### config.mk
export PLATFORM = sky130hd
export DESIGN_NAME = ssta_regs
export DESIGN_NICKNAME = d
export VERILOG_FILES = /design/src/verilog/ssta_pkg.sv /design/src/verilog/ssta_tbl_if.sv /design/src/verilog/ssta_regs.sv /design/src/verilog/ssta_sync.sv /design/src/verilog/ssta_tbl_seq.sv
export SDC_FILE = /design/constraint.sdc
export NUM_CORES = 1
export LEC_CHECK = 0
export BUFFER_PORTS_ARGS = -buffer_cell sky130_fd_sc_hd__clkbuf_2
export CAP_MARGIN = 15
export CORE_MARGIN = 4
export CORE_UTILIZATION = 53
export DETAILED_ROUTE_END_ITERATION = 12
export PLACE_DENSITY = 0.82
export REMOVE_ABC_BUFFERS = 1
export SETUP_SLACK_MARGIN = 0.05
export SYNTH_ARGS = -nofsm -noshare
export SYNTH_HDL_FRONTEND = slang
export SYNTH_SLANG_ARGS = --single-unit
export TNS_END_PERCENT = 30
### constraint.sdc
create_clock -name clk -period 5 [get_ports clk]
set_clock_uncertainty 0.1 [all_clocks]
set_input_delay 0.25 -clock clk [delete_from_list [all_inputs] [get_ports clk]]
set_output_delay 0.25 -clock clk [all_outputs]
set_load 0.1 [all_outputs]
### src/verilog/ssta_pkg.sv
// Constants, field layout and types of the scanner status and table register bank.
// Assumes one clock domain; every design file of the bank except ssta_sync imports this package.
// Behaviour
// - Image port read returns next buffered byte.
// - Fill register reports buffered data count n.
// - Status shows inputs; read clears edge bits.
// - Pause flag reads one while buffer-full paused.
// - Table address: six high, eight low bits.
// - Data window uses current address, target, colour.
// - Address advances per byte or byte pair.
// - Memory test bit enables external memory test.
package ssta_pkg;
  // ==========================================================
  // Widths.
  localparam int unsigned DW = 8;
  localparam int unsigned AVS_DW = 32;
  localparam int unsigned BUS_AW = 6;
  localparam int unsigned IDX_W = 4;
  localparam int unsigned TBL_AW = 14;
  localparam int unsigned AHI_W = 6;
  localparam int unsigned IN_W = 8;
  localparam int unsigned IRQ_W = 3;
  // ==========================================================
  // Register indices; byte address is four times the index.
  localparam logic [IDX_W-1:0] IDX_IMG = 4'h0;
  localparam logic [IDX_W-1:0] IDX_FILL = 4'h1;
  localparam logic [IDX_W-1:0] IDX_STAT = 4'h2;
  localparam logic [IDX_W-1:0] IDX_CTRL = 4'h3;
  localparam logic [IDX_W-1:0] IDX_AHI = 4'h4;
  localparam logic [IDX_W-1:0] IDX_ALO = 4'h5;
  localparam logic [IDX_W-1:0] IDX_DATA = 4'h6;
  localparam logic [IDX_W-1:0] IDX_EDGE = 4'h8;
  localparam logic [IDX_W-1:0] IDX_IRQS = 4'h9;
  localparam logic [IDX_W-1:0] IDX_IRQM = 4'hA;
  // ==========================================================
  // Field positions.
  localparam int unsigned CTL_TGT_LSB = 0;
  localparam int unsigned CTL_COL_LSB = 2;
  localparam int unsigned CTL_PAUSE = 4;
  localparam int unsigned CTL_TEST = 6;
  localparam int unsigned AHI_DIR = 6;
  localparam int unsigned IRQ_PAUSE = 0;
  localparam int unsigned IRQ_EDGE = 1;
  localparam int unsigned IRQ_DATA = 2;
  // ==========================================================
  // Reset values.
  localparam logic [DW-1:0] CTL_RST = 8'h00;
  localparam logic [DW-1:0] EDGE_RST = 8'h00;
  localparam logic [IRQ_W-1:0] MASK_RST = 3'h0;
  localparam logic [TBL_AW-1:0] TADDR_RST = 14'h0000;
  // ==========================================================
  // Enumerations.
  typedef enum logic [1:0] {
    TGT_OFFSET = 2'h0,
    TGT_GAIN = 2'h1,
    TGT_GAMMA = 2'h2,
    TGT_UNUSED = 2'h3
  } ssta_target_e;
  typedef enum logic [1:0] {
    BUS_IDLE = 2'b01,
    BUS_ACK = 2'b10
  } ssta_bus_e;
  // ==========================================================
  // Address decoding shared by the bus logic.
  function automatic logic [IDX_W-1:0] ssta_index(input logic [BUS_AW-1:0] a);
    return a[BUS_AW-1:2];
  endfunction
  function automatic logic ssta_aligned(input logic [BUS_AW-1:0] a);
    return a[1:0] == 2'h0;
  endfunction
endpackage

### src/verilog/ssta_tbl_if.sv
// Link between the register front end and the table access sequencer.
// Assumes both ends run on the same clock.
`timescale 1ns/1ps
interface ssta_tbl_if;
  import ssta_pkg::*;
  logic ld_hi;
  logic ld_lo;
  logic acc;
  logic acc_wr;
  logic [DW-1:0] wbyte;
  logic [1:0] target;
  logic [TBL_AW-1:0] addr;
  logic dir;
  logic phase;
  logic req;
  logic we;
  logic [TBL_AW-1:0] oaddr;
  logic [2*DW-1:0] wdata;
  modport ctl (output ld_hi, ld_lo, acc, acc_wr, wbyte, target,
               input addr, dir, phase, req, we, oaddr, wdata);
  modport seq (input ld_hi, ld_lo, acc, acc_wr, wbyte, target,
               output addr, dir, phase, req, we, oaddr, wdata);
endinterface

### src/verilog/ssta_regs.sv
// Scanner status and table access register bank on an Avalon-MM slave.
// Assumes image, fill and pause inputs come from same-clock logic; the sense
// and misc pins are asynchronous; table read data follows tbl_addr within a clock.
`timescale 1ns/1ps
module ssta_regs
  import ssta_pkg::*;
(
  // Clock and reset.
  input wire logic clk,
  input wire logic sys_rst,
  // Avalon-MM slave.
  input wire logic [BUS_AW-1:0] avs_address,
  input wire logic avs_read,
  input wire logic avs_write,
  input wire logic [AVS_DW-1:0] avs_writedata,
  input wire logic [AVS_DW/8-1:0] avs_byteenable,
  output logic [AVS_DW-1:0] avs_readdata,
  output logic avs_waitrequest,
  // Image buffer stream.
  input wire logic [DW-1:0] img_byte,
  input wire logic img_valid,
  output logic img_pop,
  // Buffer manager state.
  input wire logic [DW-1:0] fill_count,
  input wire logic scan_paused,
  // Sense and general purpose pins.
  input wire logic paper_detect_first,
  input wire logic paper_detect_second,
  input wire logic [IN_W-3:0] misc_io,
  // Correction table memory.
  output logic tbl_req,
  output logic tbl_we,
  output logic [1:0] tbl_target,
  output logic [1:0] tbl_colour,
  output logic [TBL_AW-1:0] tbl_addr,
  output logic [2*DW-1:0] tbl_wdata,
  input wire logic [2*DW-1:0] tbl_rdata,
  // Mode and interrupt.
  output logic mem_test_mode,
  output logic irq
);

  // ==========================================================
  // Bus handshake.

  ssta_bus_e state_q;
  ssta_bus_e state_d;
  logic wait_q;
  logic accept;
  logic [IDX_W-1:0] idx;
  logic aligned;
  logic wr_en;

  // A request is taken once, in the idle state; the ack state
  // lets the master see waitrequest low for exactly one edge.
  assign accept = (state_q == BUS_IDLE) && (avs_read || avs_write);
  assign idx = ssta_index(avs_address);
  assign aligned = ssta_aligned(avs_address);
  assign wr_en = accept && avs_write && avs_byteenable[0] && aligned;

  // Next state of the handshake.
  always_comb begin
    case (state_q)
      BUS_IDLE: state_d = accept ? BUS_ACK : BUS_IDLE;
      BUS_ACK: state_d = BUS_IDLE;
      default: state_d = BUS_IDLE;
    endcase
  end

  // Waitrequest is high at rest so nothing completes by accident.
  always_ff @(posedge clk or posedge sys_rst) begin
    if (sys_rst) begin
      state_q <= BUS_IDLE;
      wait_q <= 1'b1;
    end else begin
      state_q <= state_d;
      wait_q <= !accept;
    end
  end

  assign avs_waitrequest = wait_q;

  // ==========================================================
  // Access strobes.

  logic rd_any;
  logic rd_img;
  logic rd_stat;
  logic wr_ctrl;
  logic wr_ahi;
  logic wr_alo;
  logic wr_data;
  logic rd_data;
  logic wr_edge;
  logic wr_irqs;
  logic wr_irqm;

  // Misaligned reads return zero and trigger no side effect.
  assign rd_any = accept && avs_read && aligned;
  assign rd_img = rd_any && (idx == IDX_IMG);
  assign rd_stat = rd_any && (idx == IDX_STAT);
  assign rd_data = rd_any && (idx == IDX_DATA);
  assign wr_ctrl = wr_en && (idx == IDX_CTRL);
  assign wr_ahi = wr_en && (idx == IDX_AHI);
  assign wr_alo = wr_en && (idx == IDX_ALO);
  assign wr_data = wr_en && (idx == IDX_DATA);
  assign wr_edge = wr_en && (idx == IDX_EDGE);
  assign wr_irqs = wr_en && (idx == IDX_IRQS);
  assign wr_irqm = wr_en && (idx == IDX_IRQM);

  // ==========================================================
  // Image byte port.

  logic pop_q;

  // Each port read consumes one byte; an empty stream reads zero.
  always_ff @(posedge clk or posedge sys_rst) begin
    if (sys_rst) begin
      pop_q <= 1'b0;
    end else begin
      pop_q <= rd_img && img_valid;
    end
  end

  assign img_pop = pop_q;

  // ==========================================================
  // Input status.

  logic [IN_W-1:0] pins_s;
  logic [IN_W-1:0] prev_q;
  logic [IN_W-1:0] edge_q;
  logic [IN_W-1:0] edge_sel_q;
  logic [IN_W-1:0] rise;
  logic [IN_W-1:0] stat_view;

  ssta_sync #(
    .W(IN_W)
  ) u_sync (
    .clk(clk),
    .sys_rst(sys_rst),
    .d({misc_io, paper_detect_second, paper_detect_first}),
    .q(pins_s)
  );

  // Edge bits show a captured rising edge, level bits the pin now.
  assign rise = pins_s & ~prev_q;
  assign stat_view = (edge_q & edge_sel_q) | (pins_s & ~edge_sel_q);

  // A rise in the same cycle as a status read survives the clear,
  // so an edge is never lost between two polls.
  always_ff @(posedge clk or posedge sys_rst) begin
    if (sys_rst) begin
      prev_q <= '0;
      edge_q <= '0;
    end else begin
      prev_q <= pins_s;
      edge_q <= (rd_stat ? '0 : edge_q) | rise;
    end
  end

  // ==========================================================
  // Table access control.

  logic [DW-1:0] ctrl_q;
  logic dir_rd;
  logic [DW-1:0] rbyte;
  logic gamma;

  ssta_tbl_if t ();

  ssta_tbl_seq u_seq (
    .clk(clk),
    .sys_rst(sys_rst),
    .t(t)
  );

  // Target, colour and test bits are plain storage.
  always_ff @(posedge clk or posedge sys_rst) begin
    if (sys_rst) begin
      ctrl_q <= CTL_RST;
    end else if (wr_ctrl) begin
      ctrl_q <= avs_writedata[DW-1:0];
    end
  end

  assign gamma = ctrl_q[CTL_TGT_LSB +: 2] == TGT_GAMMA;
  assign dir_rd = t.dir;

  // Window accesses against the direction bit are ignored, which
  // keeps a stray read from skipping a table entry.
  assign t.ld_hi = wr_ahi;
  assign t.ld_lo = wr_alo;
  assign t.acc = (rd_data && dir_rd) || (wr_data && !dir_rd);
  assign t.acc_wr = wr_data;
  assign t.wbyte = avs_writedata[DW-1:0];
  assign t.target = ctrl_q[CTL_TGT_LSB +: 2];

  // Coefficients read low byte first, then high byte.
  assign rbyte = (gamma || !t.phase) ? tbl_rdata[DW-1:0] : tbl_rdata[2*DW-1:DW];

  assign tbl_req = t.req;
  assign tbl_we = t.we;
  assign tbl_addr = t.oaddr;
  assign tbl_wdata = t.wdata;
  assign tbl_target = ctrl_q[CTL_TGT_LSB +: 2];
  assign tbl_colour = ctrl_q[CTL_COL_LSB +: 2];
  assign mem_test_mode = ctrl_q[CTL_TEST];

  // ==========================================================
  // Interrupts and edge configuration.

  logic [IN_W-1:0] edge_cfg_d;
  logic [IRQ_W-1:0] irq_stat_q;
  logic [IRQ_W-1:0] irq_mask_q;
  logic [IRQ_W-1:0] irq_ev;
  logic [IRQ_W-1:0] irq_clr;
  logic pause_prev_q;
  logic fill_prev_q;
  logic irq_q;

  // Events: pause entered, a rise on an edge-selected input, buffer became non-empty.
  assign irq_ev[IRQ_PAUSE] = scan_paused && !pause_prev_q;
  assign irq_ev[IRQ_EDGE] = |(rise & edge_sel_q);
  assign irq_ev[IRQ_DATA] = (fill_count != '0) && !fill_prev_q;
  assign irq_clr = wr_irqs ? avs_writedata[IRQ_W-1:0] : '0;
  assign edge_cfg_d = wr_edge ? avs_writedata[IN_W-1:0] : edge_sel_q;

  // Set wins over a write-one-to-clear in the same cycle.
  always_ff @(posedge clk or posedge sys_rst) begin
    if (sys_rst) begin
      irq_stat_q <= '0;
      irq_mask_q <= MASK_RST;
      edge_sel_q <= EDGE_RST;
      pause_prev_q <= 1'b0;
      fill_prev_q <= 1'b0;
      irq_q <= 1'b0;
    end else begin
      irq_stat_q <= (irq_stat_q & ~irq_clr) | irq_ev;
      irq_mask_q <= wr_irqm ? avs_writedata[IRQ_W-1:0] : irq_mask_q;
      edge_sel_q <= edge_cfg_d;
      pause_prev_q <= scan_paused;
      fill_prev_q <= fill_count != '0;
      irq_q <= |(irq_stat_q & irq_mask_q);
    end
  end

  assign irq = irq_q;

  // ==========================================================
  // Read data.

  logic [DW-1:0] img_rd;
  logic [DW-1:0] ctrl_rd;
  logic [DW-1:0] ahi_rd;
  logic [DW-1:0] data_rd;
  logic [DW-1:0] rd_mux;
  logic [AVS_DW-1:0] rdata_q;

  // Reserved bits read as zero.
  assign img_rd = img_valid ? img_byte : '0;
  assign ctrl_rd = {1'b0, ctrl_q[CTL_TEST], 1'b0, scan_paused,
                    ctrl_q[CTL_COL_LSB +: 2], ctrl_q[CTL_TGT_LSB +: 2]};
  assign ahi_rd = {1'b0, t.dir, t.addr[TBL_AW-1:DW]};
  assign data_rd = dir_rd ? rbyte : '0;
  assign rd_mux = !aligned ? '0 :
                  (idx == IDX_IMG) ? img_rd :
                  (idx == IDX_FILL) ? fill_count :
                  (idx == IDX_STAT) ? stat_view :
                  (idx == IDX_CTRL) ? ctrl_rd :
                  (idx == IDX_AHI) ? ahi_rd :
                  (idx == IDX_ALO) ? t.addr[DW-1:0] :
                  (idx == IDX_DATA) ? data_rd :
                  (idx == IDX_EDGE) ? edge_sel_q :
                  (idx == IDX_IRQS) ? {{(DW-IRQ_W){1'b0}}, irq_stat_q} :
                  (idx == IDX_IRQM) ? {{(DW-IRQ_W){1'b0}}, irq_mask_q} :
                  '0;

  // Read data is caught at the accepting edge and held until the next.
  always_ff @(posedge clk or posedge sys_rst) begin
    if (sys_rst) begin
      rdata_q <= '0;
    end else if (accept && avs_read) begin
      rdata_q <= {{(AVS_DW-DW){1'b0}}, rd_mux};
    end
  end

  assign avs_readdata = rdata_q;

  // ==========================================================
  // Checks.

  a_wait_single: assert property (
    @(posedge clk) disable iff (sys_rst)
    !avs_waitrequest |=> avs_waitrequest)
    else $error("Waitrequest stayed low for more than one cycle.");

  a_img_pop_cause: assert property (
    @(posedge clk) disable iff (sys_rst)
    img_pop |-> $past(rd_img) && $past(img_valid))
    else $error("Image byte popped without a port read.");

  a_img_read_data: assert property (
    @(posedge clk) disable iff (sys_rst)
    rd_img && img_valid |=> img_pop && avs_readdata[DW-1:0] == $past(img_byte))
    else $error("Image port read returned the wrong byte.");

  a_fill_read: assert property (
    @(posedge clk) disable iff (sys_rst)
    rd_any && idx == IDX_FILL |=> avs_readdata[DW-1:0] == $past(fill_count)
                                  && !avs_waitrequest)
    else $error("Fill count read did not match the buffer count.");

  a_stat_clear: assert property (
    @(posedge clk) disable iff (sys_rst)
    rd_stat && rise == '0 |=> edge_q == '0)
    else $error("Status read did not clear captured edges.");

  a_stat_set_wins: assert property (
    @(posedge clk) disable iff (sys_rst)
    rise != '0 |=> (edge_q & $past(rise)) == $past(rise))
    else $error("A sense edge was lost.");

  a_pause_flag: assert property (
    @(posedge clk) disable iff (sys_rst)
    rd_any && idx == IDX_CTRL |=> avs_readdata[CTL_PAUSE] == $past(scan_paused))
    else $error("Pause flag did not show the buffer-full state.");

  a_dir_gate: assert property (
    @(posedge clk) disable iff (sys_rst)
    (rd_data && !dir_rd) || (wr_data && dir_rd) |=> !tbl_req ##1 !tbl_req)
    else $error("Window access against the direction bit was used.");

  a_test_mode: assert property (
    @(posedge clk) disable iff (sys_rst)
    wr_ctrl |=> mem_test_mode == $past(avs_writedata[CTL_TEST]))
    else $error("Memory test mode did not follow the control write.");

  a_colour_sel: assert property (
    @(posedge clk) disable iff (sys_rst)
    wr_ctrl |=> tbl_colour == $past(avs_writedata[CTL_COL_LSB +: 2]))
    else $error("Colour select did not follow the control write.");

  a_irq_level: assert property (
    @(posedge clk) disable iff (sys_rst)
    (irq_stat_q & irq_mask_q) != '0 |=> irq)
    else $error("Interrupt not raised for an unmasked event.");

endmodule

### src/verilog/ssta_sync.sv
// Two-stage synchroniser for asynchronous input pins.
// Assumes the inputs are levels that stay put for several clocks.
`timescale 1ns/1ps
module ssta_sync #(
  parameter int unsigned W = 8
) (
  // Clock and reset.
  input wire logic clk,
  input wire logic sys_rst,
  // Pins in, synchronised levels out.
  input wire logic [W-1:0] d,
  output logic [W-1:0] q
);
  logic [W-1:0] meta_q;
  // The first stage is read only by the second.
  always_ff @(posedge clk or posedge sys_rst) begin
    if (sys_rst) begin
      meta_q <= '0;
      q <= '0;
    end else begin
      meta_q <= d;
      q <= meta_q;
    end
  end
endmodule

### src/verilog/ssta_tbl_seq.sv
// Table access sequencer: address pointer, direction, byte pairing, table strobes.
// Assumes load and access strobes are single-cycle pulses from the front end.
`timescale 1ns/1ps
module ssta_tbl_seq
  import ssta_pkg::*;
(
  // Clock and reset.
  input wire logic clk,
  input wire logic sys_rst,
  // Front end link.
  ssta_tbl_if.seq t
);
  logic wide;
  logic done;
  // Coefficients are sixteen bits wide and travel as a byte pair.
  assign wide = t.target != TGT_GAMMA;
  assign done = t.acc && !(wide && !t.phase);
  logic [DW-1:0] low_q;
  // Pointer, pairing phase and table strobes.
  always_ff @(posedge clk or posedge sys_rst) begin
    if (sys_rst) begin
      t.addr <= TADDR_RST;
      t.dir <= 1'b0;
      t.phase <= 1'b0;
      t.req <= 1'b0;
      t.we <= 1'b0;
      t.oaddr <= TADDR_RST;
      t.wdata <= '0;
      low_q <= '0;
    end else begin
      t.req <= done;
      // The table address trails the pointer by one clock, so table read data belong to the
      // current entry from one clock after the pointer moves, and at a strobe to the accessed one.
      t.oaddr <= t.addr;
      if (t.ld_hi) begin
        t.addr[TBL_AW-1:DW] <= t.wbyte[AHI_W-1:0];
        t.dir <= t.wbyte[AHI_DIR];
        t.phase <= 1'b0;
      end else if (t.ld_lo) begin
        t.addr[DW-1:0] <= t.wbyte;
        t.phase <= 1'b0;
      end else if (done) begin
        t.addr <= TBL_AW'(t.addr + 1'b1);
        t.phase <= 1'b0;
        t.we <= t.acc_wr;
        t.wdata <= wide ? {t.wbyte, low_q} : {{DW{1'b0}}, t.wbyte};
      end else if (t.acc) begin
        t.phase <= 1'b1;
        low_q <= t.wbyte;
      end
    end
  end
  // ==========================================================
  // Checks.
  a_addr_advance: assert property (
    @(posedge clk) disable iff (sys_rst)
    done |=> t.addr == TBL_AW'($past(t.addr) + 1'b1) && t.req)
    else $error("Table address did not advance after a completed access.");
  a_pair_hold: assert property (
    @(posedge clk) disable iff (sys_rst)
    t.acc && wide && !t.phase && !t.ld_hi && !t.ld_lo |=> t.phase && $stable(t.addr))
    else $error("First byte of a coefficient moved the address.");
  a_write_strobe: assert property (
    @(posedge clk) disable iff (sys_rst)
    done && t.acc_wr |=> t.we && t.oaddr == $past(t.addr))
    else $error("Table write strobe carries the wrong address.");
  a_addr_load: assert property (
    @(posedge clk) disable iff (sys_rst)
    t.ld_hi |=> t.addr[TBL_AW-1:DW] == $past(t.wbyte[AHI_W-1:0])
                && t.dir == $past(t.wbyte[AHI_DIR]))
    else $error("High address load lost its value.");
endmodule

==> results of run 1 <==
cell usage in the layout (no fill, tap or decap), drive strengths merged, types with 4 or more instances in the layout:
master / instances
nor2: 24
mux2: 27
bufinv: 4
a21oi: 18
a31oi: 13
o21ai: 26
a22o: 7
a221oi: 4
nand2b: 10
mux2i: 14
nor3: 9
a21o: 15
conb: 24
nand3: 16
xnor2: 7
nand2: 82
dlygate4sd3: 22
nor4: 6
inv: 17
or2: 4
clkbuf: 126
nor2b: 14
dfrtp: 120
clkinv: 8
o31a: 4
sequential cells by signal (all words and copies together) (netlist names), 2 cells and up:
signal / count
state_q: 2
u_sync.meta_q: 8
edge_q: 8
ctrl_q: 5
u_sync.q: 8
u_seq.t.oaddr: 14
u_seq.t.addr: 14
irq_mask_q: 3
u_seq.t.wdata: 16
edge_sel_q: 8
avs_readdata: 8
irq_stat_q: 3
u_seq.low_q: 8
prev_q: 8
worst max-delay path by stage:
stage / slack [ps] / end / cells after the start / startpoint
after floorplan: 1440 / avs_readdata[0]$_DFFE_PP0P_ / 1 / sys_rst
after global placement: 2260 / u_seq.t.addr[13]$_DFFE_PP0P_ / 6 / ctrl_q[0]$_DFFE_PP0P_
after detailed placement: 2170 / u_seq.t.addr[13]$_DFFE_PP0P_ / 6 / ctrl_q[0]$_DFFE_PP0P_
after CTS: 2120 / u_seq.t.addr[13]$_DFFE_PP0P_ / 6 / ctrl_q[0]$_DFFE_PP0P_
after global routing: 1920 / u_seq.t.addr[13]$_DFFE_PP0P_ / 6 / ctrl_q[0]$_DFFE_PP0P_
final: 2080 / u_seq.t.addr[13]$_DFFE_PP0P_ / 6 / ctrl_q[0]$_DFFE_PP0P_
tightest hold or removal path, cell delays in order:
cell and delay [ps]:
clkbuf_2 100, o2111ai_1 140, o211ai_1 120
cell type report:
| class | instances | area (um^2) | share of cell area (%) |
|---|---|---|---|
| Sequential cell | 121 | 3030 | 42.4 |
| Multi-Input combinational cell | 380 | 2500 | 34.9 |
| Timing Repair Buffer | 131 | 768 | 10.7 |
| Clock buffer | 18 | 428 | 5.98 |
| Clock inverter | 14 | 195 | 2.73 |
| Tap cell | 136 | 170 | 2.38 |
| Inverter | 16 | 63.8 | 0.892 |
where the power goes:
part           internal [mW]  switching (mW)
Clock                  0.826           0.455
Combinational          0.135           0.461
Sequential              1.05          0.0635
Total                   2.01           0.979
routing by layer:
metal | vias to the layer above | global-route usage, % | part of all wire, %
li1 | 2145 | - | -
met1 | 2365 | 34.1 | 40
met2 | 248 | 41.9 | 49
met3 | 47 | 6.10 | 7.9
met4 | 0 | 10.8 | 3.5
met5 | - | 0 | 0
cells by family after synthesis:
family,count (synthesis)
flip-flops,121
other,1
adder cells (fa/ha/maj),1
buffers and inverters,66
AO/OA/AOI/OAI,129
multiplexers,41
AND/OR/NAND/NOR,177
XOR/XNOR,8
==> results.json, run 1 <==
{
  "status": "finished clean",
  "path_clk_slew_ps": 60,
  "drc": 0,
  "synth_most_common_cell": "dfrtp_1",
  "rsz0062_at_grt": "false",
  "grt-ovfl-total": 0,
  "setup_slack_ps": 2080,
  "rrSetupSlack_ps": 2080,
  "dp.cells": 762,
  "final-instance-count-excl-fill": 816,
  "slowest_stage": "nand2b_1",
  "clock_latency_ps": 520,
  "power_mw": 2.99,
  "timing.fmax_ghz": 0.342,
  "htreeDepth": 4,
  "critPathMaxFanout": 29,
  "std_cell_rows": 37,
  "drt_wl_total_um": 16200,
  "grt_pass1_vias": 4883,
  "finalSetupTns_ps": 0,
  "die_w_um": 113,
  "synth_top_family_by_area": "compound AO/OA/AOI/OAI gates",
  "critical_path.top_delay_family": "simple AND/OR/NAND/NOR gates",
  "synth_top_area_cell": "dfrtp_1",
  "synthCells": 544,
  "cp-end-kind": "flop",
  "synthDominantCellAreaShare_pct": 51.6,
  "yosys.area_share.simple_pct": 15.8,
  "holdWs_ps": 43.7,
  "post-cts-setup-buffers": 0,
  "synth_warnings": 0,
  "synth_seq_area_share_pct": 52.1,
  "dieArea_um2": 12700,
  "nets": 756,
  "r2r_end": "u_seq.t.addr[13]$_DFFE_PP0P_",
  "powerDensity_nw_per_um2": 419,
  "via_per_inst": 5.89,
  "synth_ff_type": "dfrtp_1",
  "io_pins": 160,
  "startpoint_type": "flop",
  "maxCapViolCount": 0,
  "clkSinkCount": 121,
  "placed_area_um2": 6310,
  "gp_congestion": 0.888,
  "hold_end": "avs_readdata[5]$_DFFE_PP0P_",
  "dp_slack_ps": 2170,
  "core_area_um2": 10500,
  "fin_crit_ps": 2920,
  "ant_nets": 0,
  "synth_compound_area_share_pct": 16.5,
  "synthTopCellsByArea": "dfrtp_1, mux2_2, nand2_1",
  "syn_area_um2": 5820,
  "critPathKind": "reg -> reg",
  "port_buffers": 108,
  "synthToLayoutAreaGrowth_pct": 22.9,
  "numCtsBuffers": 17,
  "num_antenna_cells": 0,
  "hp-class": "in -> reg",
  "cp.required_ps": 5300,
  "final_area_um2": 7150,
  "avgRoutedWirePerCell_um": 19.8,
  "maxSlewViolCount": 0,
  "crit_top_cell": "nand2b_1",
  "grtUsageTotal_pct": 26.1,
  "synthArstFlopShare_pct": 100,
  "max_slew_margin_pct": 37.4,
  "root_buffer": "clkbuf_8",
  "fp.dieH_um": 113,
  "min_from": "fill_count[5]",
  "dr.first_iter.drc_count": 483,
  "drive_above_1_share_pct": 30.0,
  "synthMuxAreaShare_pct": 7.63,
  "yosys.cell_types.count": 72,
  "grt_first_pass_wirelength_um": 25800,
  "synth-edff-count": 0,
  "setup_viol": 0,
  "syn_area_per_cell_um2": 10.7,
  "worstHoldPathCells": 3,
  "hpwlAfterDp_um": 11100,
  "ir_worst_vdd_v": 0.000279,
  "synth_fa_ha_area_share_pct": 0.215,
  "finalCritPeriodShare_pct": 58.5,
  "n_fill_cell": 803,
  "worstMarginPinSlew_ps": 940,
  "grt_max_degree": 79,
  "worstReg2RegStart": "ctrl_q[0]$_DFFE_PP0P_",
  "crit_buf_inv": 1,
  "ys_ff_latch": 121,
  "synth-xor-area-share_pct": 1.20,
  "vias": 4805,
  "first_pass_iters": 5,
  "r2r_cells": 6,
  "final_util_pct": 68.0,
  "p_leak_nw": 3.36,
  "crit_arrival_ps": 3220,
  "ctsHoldBuffers": 22,
  "crit_chain": "nand2b_1 > nand2b_1 > nand2_4 > clkinv_2 > a21o_1 > a221o_1",
  "grt_antenna_before_repair": 0,
  "slowest_delay_ps": 610,
  "netlist_top_cells_count": "dfrtp_1, nand2_1, mux2_2, buf_4, o21ai_0",
  "clockBufferDepth": 2,
  "cts_resized": 0,
  "start_util_pct": 55.4,
  "hold_viol": 0,
  "cts_tree": "built"
}
No activity file was read; power rests on OpenSTA's default activity.
==> run 2, diff against run 1 <==
--- a/config.mk
+++ b/config.mk
@@ -8,9 +8,9 @@
 export BUFFER_PORTS_ARGS = -buffer_cell sky130_fd_sc_hd__clkbuf_2
 export CAP_MARGIN = 15
 export CORE_MARGIN = 4
-export CORE_UTILIZATION = 53
+export CORE_UTILIZATION = 48
 export DETAILED_ROUTE_END_ITERATION = 12
-export PLACE_DENSITY = 0.82
+export PLACE_DENSITY = 0.78
 export REMOVE_ABC_BUFFERS = 1
 export SETUP_SLACK_MARGIN = 0.05
 export SYNTH_ARGS = -nofsm -noshare
==> constraint.sdc (replaced) <==
create_clock -name clk -period 2.65 [get_ports clk]
set_clock_uncertainty 0.1 [all_clocks]
set_input_delay 0.1325 -clock clk [delete_from_list [all_inputs] [get_ports clk]]
set_output_delay 0.1325 -clock clk [all_outputs]
set_load 0.1 [all_outputs]
==> run 2 against run 1 <==
  * Global-route usage is 2.8 points lower
  * Maximum frequency is 18% higher
  * Die area is 9.7% higher
  * Via count is 0.96% higher
  * Sequential share of layout area is 1.1 points lower
  * Utilization is 5.2 points lower
  * Non-clock buffer count is 18 higher
  * Critical path type unchanged
==> results.json, run 2 (synthesized netlist as in run 1, its figures left out) <==
{
  "io_pins": 160,
  "vias": 4851,
  "htreeDepth": 4,
  "numCtsBuffers": 17,
  "root_buffer": "clkbuf_16",
  "status": "finished clean",
  "placed_area_um2": 6460,
  "gp_congestion": 0.957,
  "hpwlAfterDp_um": 11400,
  "grt-ovfl-total": 0,
  "grt_pass1_vias": 4871,
  "dp.cells": 785,
  "drt_wl_total_um": 16100,
  "drc": 0,
  "dr.first_iter.drc_count": 431,
  "start_util_pct": 49.9,
  "cp.required_ps": 2820,
  "grt_first_pass_wirelength_um": 25600,
  "hp-class": "in -> reg",
  "synthToLayoutAreaGrowth_pct": 26.0,
  "ant_nets": 0,
  "port_buffers": 108,
  "final-instance-count-excl-fill": 841,
  "fin_crit_ps": 2480,
  "timing.fmax_ghz": 0.403,
  "critPathKind": "reg -> reg",
  "via_per_inst": 5.77,
  "core_area_um2": 11700,
  "grt_max_degree": 54,
  "path_clk_slew_ps": 50,
  "std_cell_rows": 39,
  "p_leak_nw": 3.45,
  "final_common_cell": "dfrtp_1",
  "largest_register_ffs": 16,
  "critPathMaxFanout": 8,
  "crit_arrival_ps": 2660,
  "rsz0062_at_grt": "false",
  "top_regs": "u_seq.t.wdata: 16 flops, u_seq.t.addr: 14 flops, u_seq.t.oaddr: 14 flops",
  "ir_worst_vdd_v": 0.000541,
  "setup_slack_ps": 168,
  "die_w_um": 118,
  "worstMarginPinSlew_ps": 651,
  "finalCritPeriodShare_pct": 93.7,
  "grtUsageTotal_pct": 23.3,
  "max_slew_margin_pct": 56.6,
  "maxCapViolCount": 0,
  "clock_latency_ps": 410,
  "cts_tree": "built",
  "startpoint_type": "flop",
  "dieArea_um2": 13900,
  "powerDensity_nw_per_um2": 775,
  "clkSinkCount": 121,
  "nets": 774,
  "first_pass_iters": 6,
  "num_antenna_cells": 0,
  "regMostFlops": "u_seq.t.wdata",
  "holdWs_ps": 38.5,
  "dp_slack_ps": 195,
  "setup_viol": 0,
  "final_area_um2": 7330,
  "clockBufferDepth": 2,
  "drive_above_1_share_pct": 31.5,
  "fp.dieH_um": 118,
  "grt_antenna_before_repair": 0,
  "final_cell_mix": "dfrtp_1, clkbuf_2, nand2_1",
  "cp-end-kind": "flop",
  "cts_resized": 0,
  "hold_viol": 0,
  "avgRoutedWirePerCell_um": 19.1,
  "power_mw": 5.68,
  "maxSlewViolCount": 0
}
run 2: area by class of cell:
cell class              count  area [um^2]
clock buffers              22          494
fillers                   937         4330
inverters                  16         63.8
repair buffers            149          933
well taps                 143          179
multi-input cells         380         2500
flip-flops and latches    121         3030
clock inverters            10          139
run 2: stage by stage:
stage | utilization [%] | setup TNS [ps]
2_1_floorplan | - | -100150
3_3_place_gp | 55.4 | 0
3_5_place_dp | 55.4 | 0
4_1_cts | 62.9 | 0
5_1_grt | 62.9 | 0
6_report | 62.9 | 0
run 2: report_power, final:
part / switching [mW] / total [mW] / leakage, nW / internal [mW]
clock: 0.823 / 2.43 / 0.301 / 1.60
sequential: 0.121 / 2.11 / 1.53 / 1.99
combinational: 0.873 / 1.15 / 1.62 / 0.272
run 2: final timing paths:
kind / cells past startpoint / slack [ps] / startpoint / endpoint
max: 5 / 170 / state_q[0]$_DFF_PP1_ / u_seq.t.addr[3]$_DFFE_PP0P_
min: 4 / 40 / img_byte[6] / avs_readdata[6]$_DFFE_PP0P_
max reg2reg: 5 / 170 / state_q[0]$_DFF_PP1_ / u_seq.t.addr[3]$_DFFE_PP0P_
min reg2reg: 0 / 240 / u_sync.meta_q[7]$_DFF_PP0_ / u_sync.q[7]$_DFF_PP0_
max in group asynchronous: 4 / 1390 / sys_rst / avs_readdata[3]$_DFFE_PP0P_
min in group asynchronous: 3 / 270 / sys_rst / irq$_DFF_PP0_
run 2: layer usage:
metal / share of wire, % / GRT usage, % / up-vias
met2: 48 / 37.2 / 263
li1: - / - / 2174
met4: 3.5 / 10.5 / 0
met1: 41 / 30.5 / 2364
met3: 7.4 / 5.05 / 50
met5: 0 / 0 / -
run 2: worst max-delay path: stages (launching register included):
cell and delay [ps]:
dfstp_2 550, or4b_4 530, a2111o_1 570, nor4b_2 360, xnor2_1 160, o21ai_1 70
run 2: timing repair:
| item | CTS | global route |
|---|---|---|
| buffers inserted | 0 | 0 |
| hold endpoints to repair | 90 | 0 |
| hold buffers | 24 | 0 |
